File: config.mk
export PLATFORM = sky130hd
export DESIGN_NAME = nvsc_host
export DESIGN_NICKNAME = d
export VERILOG_FILES = /design/src/rtl/nvsc_pkg.sv /design/src/rtl/nvsc_host.sv
export SDC_FILE = /design/constraint.sdc
export NUM_CORES = 1
export LEC_CHECK = 0
export BUFFER_PORTS_ARGS = -buffer_cell sky130_fd_sc_hd__buf_2
export CORE_MARGIN = 2
export CORE_UTILIZATION = 35
export DETAILED_ROUTE_END_ITERATION = 16
export GPL_ROUTABILITY_DRIVEN = 0
export PLACE_DENSITY = 0.62
export SLEW_MARGIN = 20
export SYNTH_ARGS = -nofsm -noshare
export SYNTH_HDL_FRONTEND = slang
export SYNTH_SLANG_ARGS = --single-unit
File: constraint.sdc
create_clock -name i_clk -period 4 [get_ports i_clk]
set_clock_uncertainty 0.2 [all_clocks]
set_input_delay 0.2 -clock i_clk [delete_from_list [all_inputs] [get_ports i_clk]]
set_output_delay 0.2 -clock i_clk [all_outputs]
set_load 0.02 [all_outputs]
File: src/rtl/nvsc_pkg.sv
// Operation
// - Host holds address through whole write
// - Host keeps output enable high writing
// - Six reads ending 0F0F start store
// - Six reads ending 0F0E start recall
// - Sequence reads ended by chip enable rising
// - Write enable high through whole sequence
// - Host avoids write state at power-up
package nvsc_pkg;

    // ----------------------------------------
    // Memory geometry
    // ----------------------------------------
    localparam int ADDR_W = 13;
    localparam int DATA_W = 8;
    localparam int CNT_W  = 18;

    // ----------------------------------------
    // Software sequence addresses
    // ----------------------------------------
    localparam logic [12:0] SEQ_A0      = 13'h0000;
    localparam logic [12:0] SEQ_A1      = 13'h1555;
    localparam logic [12:0] SEQ_A2      = 13'h0AAA;
    localparam logic [12:0] SEQ_A3      = 13'h1FFF;
    localparam logic [12:0] SEQ_A4      = 13'h10F0;
    localparam logic [12:0] SEQ_STORE   = 13'h0F0F;
    localparam logic [12:0] SEQ_RECALL  = 13'h0F0E;
    localparam logic [2:0]  SEQ_LAST    = 3'h5;

    // ----------------------------------------
    // Timing, clock 20 MHz
    // ----------------------------------------
    localparam int CLK_NS          = 50;
    localparam int ACCESS_NS       = 55;   // Slowest grade access and pulse
    localparam int PULL_PULSE_NS   = 15;
    localparam int STORE_MS        = 10;   // store_duration
    localparam int RECALL_US       = 20;   // recall_duration
    localparam int RESTORE_US      = 550;  // powerup_recall_time
    localparam int DELAY_US        = 1;    // cycle_completion_window
    localparam int ACCESS_CYC      = (ACCESS_NS + CLK_NS - 1) / CLK_NS;
    localparam int PULL_PULSE_CYC  = (PULL_PULSE_NS + CLK_NS - 1) / CLK_NS;
    localparam int STORE_CYC_DEF   = (STORE_MS * 1000000 + CLK_NS - 1) / CLK_NS;
    localparam int RECALL_CYC      = (RECALL_US * 1000 + CLK_NS - 1) / CLK_NS;
    localparam int RESTORE_CYC_DEF = (RESTORE_US * 1000 + CLK_NS - 1) / CLK_NS;
    localparam int DELAY_CYC       = (DELAY_US * 1000 + CLK_NS - 1) / CLK_NS;

    // ----------------------------------------
    // Host commands and states
    // ----------------------------------------
    typedef enum logic [2:0] {
        NVSC_CMD_READ,
        NVSC_CMD_WRITE,
        NVSC_CMD_SW_STORE,
        NVSC_CMD_SW_RECALL,
        NVSC_CMD_HW_STORE
    } nvsc_cmd_t;

    typedef enum logic [2:0] {
        NVSC_ST_POWERUP,
        NVSC_ST_IDLE,
        NVSC_ST_SETUP,
        NVSC_ST_ACT,
        NVSC_ST_END,
        NVSC_ST_NVWAIT,
        NVSC_ST_PULL_LOW,
        NVSC_ST_PULL_WAIT
    } nvsc_state_t;

endpackage

File: src/rtl/nvsc_host.sv
`timescale 1ns/100ps
module nvsc_host #(
    parameter int STORE_CYC   = nvsc_pkg::STORE_CYC_DEF,   // Store wait
    parameter int RESTORE_CYC = nvsc_pkg::RESTORE_CYC_DEF  // Power-up recall wait
) (
    input  wire logic                        i_clk,            // 20 MHz clock
    input  wire logic                        i_rstn,           // Async reset, low
    input  wire logic                        i_req,            // Command request
    input  wire nvsc_pkg::nvsc_cmd_t         i_cmd,            // Command code
    input  wire logic [nvsc_pkg::ADDR_W-1:0] i_addr,           // Access address
    input  wire logic [nvsc_pkg::DATA_W-1:0] i_wdata,          // Write data
    output logic                             o_ready,          // Accepts request
    output logic                             o_done,           // Command finished
    output logic [nvsc_pkg::DATA_W-1:0]      o_rdata,          // Read data
    output logic [nvsc_pkg::ADDR_W-1:0]      o_address_bus,    // Address pins
    output logic                             o_ce_n,           // Chip enable
    output logic                             o_oe_n,           // Output enable
    output logic                             o_we_n,           // Write enable
    input  wire logic [nvsc_pkg::DATA_W-1:0] i_data_lines,     // Data pins in
    output logic [nvsc_pkg::DATA_W-1:0]      o_data_lines,     // Data pins out
    output logic                             o_data_lines_oe,  // Data pins drive
    input  wire logic                        i_hw_store_busy_n,// Strobe pin in
    output logic                             o_hw_store_busy_n,// Strobe pin out
    output logic                             o_hw_store_busy_oe // Strobe pull low
);
    import nvsc_pkg::*;

    // ----------------------------------------
    // State
    // ----------------------------------------
    typedef struct packed {
        nvsc_state_t         state;
        nvsc_cmd_t           cmd;
        logic [CNT_W-1:0]    cnt;
        logic [2:0]          step;
        logic [ADDR_W-1:0]   addr;
        logic [DATA_W-1:0]   wdata;
        logic [DATA_W-1:0]   rdata;
        logic                ready;
        logic                done;
        logic                ce_n;
        logic                oe_n;
        logic                we_n;
        logic                data_oe;
        logic                pull_oe;
    } nvsc_regs_t;

    nvsc_regs_t r_reg;
    nvsc_regs_t r_next;

    // Address of one step of the store or recall sequence
    function automatic logic [ADDR_W-1:0] seq_addr(input logic [2:0] step, input logic recall);
        logic [ADDR_W-1:0] a;
        a = SEQ_A0;
        case (step)
            3'h0: a = SEQ_A0;
            3'h1: a = SEQ_A1;
            3'h2: a = SEQ_A2;
            3'h3: a = SEQ_A3;
            3'h4: a = SEQ_A4;
            default: a = recall ? SEQ_RECALL : SEQ_STORE;
        endcase
        return a;
    endfunction

    function automatic logic is_seq(input nvsc_cmd_t c);
        return (c == NVSC_CMD_SW_STORE) || (c == NVSC_CMD_SW_RECALL);
    endfunction

    // ----------------------------------------
    // Next state
    // ----------------------------------------
    always_comb
    begin
        r_next      = r_reg;
        r_next.done = 1'b0;
        case (r_reg.state)
            NVSC_ST_POWERUP:
            begin
                r_next.ce_n = 1'b1;
                r_next.we_n = 1'b1;
                if (r_reg.cnt == '0)
                begin
                    r_next.state = NVSC_ST_IDLE;
                    r_next.ready = i_hw_store_busy_n;
                end
                else
                begin
                    r_next.cnt = r_reg.cnt - 1'b1;
                end
            end
            NVSC_ST_IDLE:
            begin
                r_next.ready = i_hw_store_busy_n;
                if (i_req && r_reg.ready)
                begin
                    r_next.ready = 1'b0;
                    r_next.cmd   = i_cmd;
                    r_next.wdata = i_wdata;
                    r_next.step  = 3'h0;
                    if (i_cmd == NVSC_CMD_HW_STORE)
                    begin
                        r_next.state   = NVSC_ST_PULL_LOW;
                        r_next.pull_oe = 1'b1;
                        r_next.cnt     = CNT_W'(PULL_PULSE_CYC - 1);
                    end
                    else
                    begin
                        r_next.state = NVSC_ST_SETUP;
                        r_next.addr  = is_seq(i_cmd) ? seq_addr(3'h0, i_cmd == NVSC_CMD_SW_RECALL) : i_addr;
                    end
                end
            end
            // Address settles with both strobes high
            NVSC_ST_SETUP:
            begin
                r_next.state = NVSC_ST_ACT;
                r_next.ce_n  = 1'b0;
                r_next.cnt   = CNT_W'(ACCESS_CYC - 1);
                if (r_reg.cmd == NVSC_CMD_WRITE)
                begin
                    r_next.we_n    = 1'b0;
                    r_next.data_oe = 1'b1;
                end
                else
                begin
                    // sequence reads leave OE and WE high
                    r_next.oe_n = is_seq(r_reg.cmd);
                end
            end
            NVSC_ST_ACT:
            begin
                if (r_reg.cnt == '0)
                begin
                    // chip enable rising ends each access
                    r_next.state = NVSC_ST_END;
                    r_next.ce_n  = 1'b1;
                    r_next.we_n  = 1'b1;
                    r_next.oe_n  = 1'b1;
                    if (r_reg.cmd == NVSC_CMD_READ)
                    begin
                        r_next.rdata = i_data_lines;
                    end
                end
                else
                begin
                    r_next.cnt = r_reg.cnt - 1'b1;
                end
            end
            // address and data held one cycle past strobes
            NVSC_ST_END:
            begin
                r_next.data_oe = 1'b0;
                if (is_seq(r_reg.cmd) && (r_reg.step != SEQ_LAST))
                begin
                    // sequence steps follow back to back
                    r_next.step  = r_reg.step + 3'h1;
                    r_next.addr  = seq_addr(r_reg.step + 3'h1, r_reg.cmd == NVSC_CMD_SW_RECALL);
                    r_next.state = NVSC_ST_SETUP;
                end
                else if (is_seq(r_reg.cmd))
                begin
                    r_next.state = NVSC_ST_NVWAIT;
                    r_next.cnt   = (r_reg.cmd == NVSC_CMD_SW_RECALL) ? CNT_W'(RECALL_CYC - 1)
                                                                     : CNT_W'(STORE_CYC - 1);
                end
                else
                begin
                    r_next.state = NVSC_ST_IDLE;
                    r_next.done  = 1'b1;
                end
            end
            NVSC_ST_NVWAIT:
            begin
                if (r_reg.cnt == '0)
                begin
                    r_next.state = NVSC_ST_IDLE;
                    r_next.done  = 1'b1;
                end
                else
                begin
                    r_next.cnt = r_reg.cnt - 1'b1;
                end
            end
            // request store by pulling strobe low
            NVSC_ST_PULL_LOW:
            begin
                if (r_reg.cnt == '0)
                begin
                    r_next.pull_oe = 1'b0;
                    r_next.state   = NVSC_ST_PULL_WAIT;
                    r_next.cnt    = CNT_W'(DELAY_CYC);
                end
                else
                begin
                    r_next.cnt = r_reg.cnt - 1'b1;
                end
            end
            // wait window, then for strobe release
            NVSC_ST_PULL_WAIT:
            begin
                if (r_reg.cnt != '0)
                begin
                    r_next.cnt = r_reg.cnt - 1'b1;
                end
                else if (i_hw_store_busy_n)
                begin
                    r_next.state = NVSC_ST_IDLE;
                    r_next.done  = 1'b1;
                end
            end
            default:
            begin
                r_next.state = NVSC_ST_IDLE;
            end
        endcase
    end

    // ----------------------------------------
    // Registers
    // ----------------------------------------
    always_ff @(posedge i_clk or negedge i_rstn)
    begin
        if (!i_rstn)
        begin
            r_reg         <= '0;
            r_reg.state   <= NVSC_ST_POWERUP;
            r_reg.cnt     <= CNT_W'(RESTORE_CYC - 1);
            r_reg.cmd     <= NVSC_CMD_READ;
            r_reg.ce_n    <= 1'b1;
            r_reg.oe_n    <= 1'b1;
            r_reg.we_n    <= 1'b1;
        end
        else
        begin
            r_reg <= r_next;
        end
    end

    // Outputs straight from flops, strobe out tied low
    assign o_ready            = r_reg.ready;
    assign o_done             = r_reg.done;
    assign o_rdata            = r_reg.rdata;
    assign o_address_bus      = r_reg.addr;
    assign o_ce_n             = r_reg.ce_n;
    assign o_oe_n             = r_reg.oe_n;
    assign o_we_n             = r_reg.we_n;
    assign o_data_lines       = r_reg.wdata;
    assign o_data_lines_oe    = r_reg.data_oe;
    assign o_hw_store_busy_n  = 1'b0;
    assign o_hw_store_busy_oe = r_reg.pull_oe;

endmodule // nvsc_host

==> metrics.yaml <==
grt_max_degree: 36
status: "completed"
yosys.area_share.adder: 0.02341
synth-seq-cells: 63
cp.required_ns: 4.04
rsz0062_at_grt: "false"
synthesis.nets: 429
antenna_found_initial: 0
tightest_slew_ns: 1.040
via_per_inst: 5.299
yosys-top-cells-area: "dfrtp_1, dfstp_2, mux2_2"
synthesis.area_um2: 3741
drt-initial-drc-count: 221
diodes: 0
synth_compound_area_frac: 0.2100
synthMuxAreaShare: 0.06321
die-width_um: 107.4
maxSlewHeadroom: 0.3046
drt_pass1_iterations: 4
cp.arrival_ns: 3.07
postSynthCellCount: 386
synth_top_area_frac: 0.3344
drc_errors: 0
grt_pass1_vias: 3123
rr_worst_depth: 5
yosys.area_share.simple: 0.1712
ys_seq_area_frac: 0.4258
dieArea_um2: 11530
async_flop_share: 1.000
area_delta_synth_final_pct: 20.13
wire_per_inst_um: 15.49
ant_nets: 0
crit_path_max_fanout: 21
drive_gt1_frac: 0.3089
final_util: 0.4334
finalNonFillerCells: 599
finalSetupViolCount: 0
start_util: 0.3608
max_freq_mhz: 330.0
root_buffer: "clkbuf_8"
die_height_um: 107.4
cp-endpoint: "r_reg[42]"
timing.rr.end: "r_reg[42]"
reg2reg_slack_ns: 0.97
cts_buffers: 9
drv_cap: 0
crit_type: "flop to flop"
cts_resized: 0
dp_hpwl_um: 6306
cp-end-kind: "flop"
drt-total-wl_um: 9281
final_hold_viol_count: 0
finalMaxSlewViolations: 0
place_inst: 550
max-vdd-ir-drop_mv: 0.3948
ys_warn_count: 0
insertion_delay_ns: 0.35
ys_types: 64
power.total_w: 0.003800
synth_edf_count: 0
powerDensity_nw_per_um2: 845.6
num_io_pins: 73
grt_pass1_wl_um: 15250
synth_top_family_by_area: "compound AO/OA/AOI/OAI gates"
clk_pin_slew_worst_paths_ns: 0.08
cts_sinks: 63
period_minus_slack_ns: 3.031
port_buffers: 71
largest_register_ffs: 27
synthXorXnorAreaFrac: 0.004682
p_leak_nw: 1.945
syn_avg_cell_area_um2: 9.692
cts_tree: "built"
critPathLaunchType: "flop"
finalCritPeriodShare: 0.7577
timing.rr.start: "r_reg[44]"
fp-row-count: 37
overflow: 0
tns_ns: 0
min_path_type: "input port to flop"
startpoint: "r_reg[44]"
vias: 3174
yosysTopAreaCell: "dfrtp_1"
coreArea_um2: 10370
grt_usage: 0.1665
cts_buffer_depth: 2
num-nets-final: 501
synthFlopType: "dfrtp_1"
htree_levels: 3
[cell usage after synthesis, types with 2 or more instances]
cell,n
and4_1,2
nand2b_1,5
nand2_2,2
nor4_1,4
a31oi_1,4
nand3b_1,2
a211oi_1,3
a32oi_1,2
a21boi_0,2
ha_1,7
nor3b_1,2
o21ai_0,17
or2_2,2
nand4_1,4
and3_1,2
o41ai_1,4
a221o_1,2
buf_4,31
clkbuf_1,8
or4_1,4
a21o_1,2
o2bb2ai_1,2
buf_6,3
o21a_1,3
o31ai_1,4
dfstp_2,13
o211ai_1,16
buf_1,2
dfrtp_1,50
mux2_2,21
buf_2,7
nor3_1,13
nand2_1,23
a21oi_1,32
a22o_1,10
inv_1,9
nand3_1,3
nor4_4,2
nor2_1,37
[area by class of cell]
cell class / instances / area [µm²]
Fill cell: 1007 / 5876
Multi-Input combinational cell: 262 / 1782
Sequential cell: 63 / 1593
Timing Repair Buffer: 112 / 745.7
Tap cell: 136 / 170.2
Clock buffer: 11 / 131.4
Inverter: 10 / 37.54
Clock inverter: 5 / 35.03
[per-stage QoR]
stage               setup WS (ns)  hold WS [ns]  instance area, µm²
detailed placement         0.9259        0.1415                3998
finish                     0.9693       0.02411                4494
global route               0.6480       0.05317                4494
floorplan                   1.608       -0.2956                3741
global placement            1.047        0.1422                3998
CTS                        0.9640      0.002484                4494
[layer usage]
layer / track usage / wire, µm / vias to the layer above
li1: - / - / 1536
met1: 0.2094 / 4112 / 1528
met3: 0.03935 / 513 / 8
met2: 0.2889 / 4564 / 102
met4: 0.04029 / 91 / 0
met5: 0 / 0 / -
[layout by cell type (no fill, tap or decap), types with 4 or more instances in the layout]
| cell | instances |
|---|---|
| a21oi_1 | 32 |
| a22o_1 | 10 |
| a31oi_1 | 4 |
| buf_2 | 71 |
| buf_4 | 8 |
| clkbuf_8 | 9 |
| dfrtp_1 | 50 |
| dfstp_2 | 13 |
| dlygate4sd3_1 | 33 |
| ha_1 | 7 |
| inv_1 | 9 |
| mux2_2 | 21 |
| nand2_1 | 23 |
| nand2b_1 | 5 |
| nand4_1 | 4 |
| nor2_1 | 37 |
| nor3_1 | 12 |
| nor4_1 | 4 |
| o211ai_1 | 16 |
| o21ai_0 | 17 |
| o41ai_1 | 4 |
| or4_1 | 4 |
[logic make-up after synthesis]
group	after synthesis
compound gates	114
xor+xnor	2
fa+ha+maj	7
buf+inv	61
flops	63
mux	21
other cells	1
simple gates	117
[worst max-delay path, stage by stage, from the launching register on]
cell	delay [ns]
dfstp_2	0.41
nor4_4	0.61
nand2_2	0.22
o41ai_4	0.95
o211ai_1	0.21
a221o_1	0.33
[worst min-delay path by stage]
stage | start | end | slack [ns] | cells past startpoint
after floorplan | i_rstn | o_address_bus[0] | -0.30 | 0
after detailed placement | i_rstn | o_address_bus[10] | 0.14 | 1
final | i_hw_store_busy_n | r_reg[61] | 0.02 | 3
after global placement | i_rstn | o_address_bus[10] | 0.14 | 1
after CTS | i_hw_store_busy_n | r_reg[61] | 0.002 | 3
after global routing | i_hw_store_busy_n | o_done | 0.05 | 3
[timing repair]
action	CTS	global route
hold endpoints to repair	57	0
buffers inserted	0	0
hold buffers	33	0
[power breakdown]
part	internal, W	switching [W]
combinational	0.000830	0.00121
sequential	0.000972	0.000301
clock	0.000225	0.000263
total	0.00203	0.00177
No activity file was read; power rests on OpenSTA's default activity.
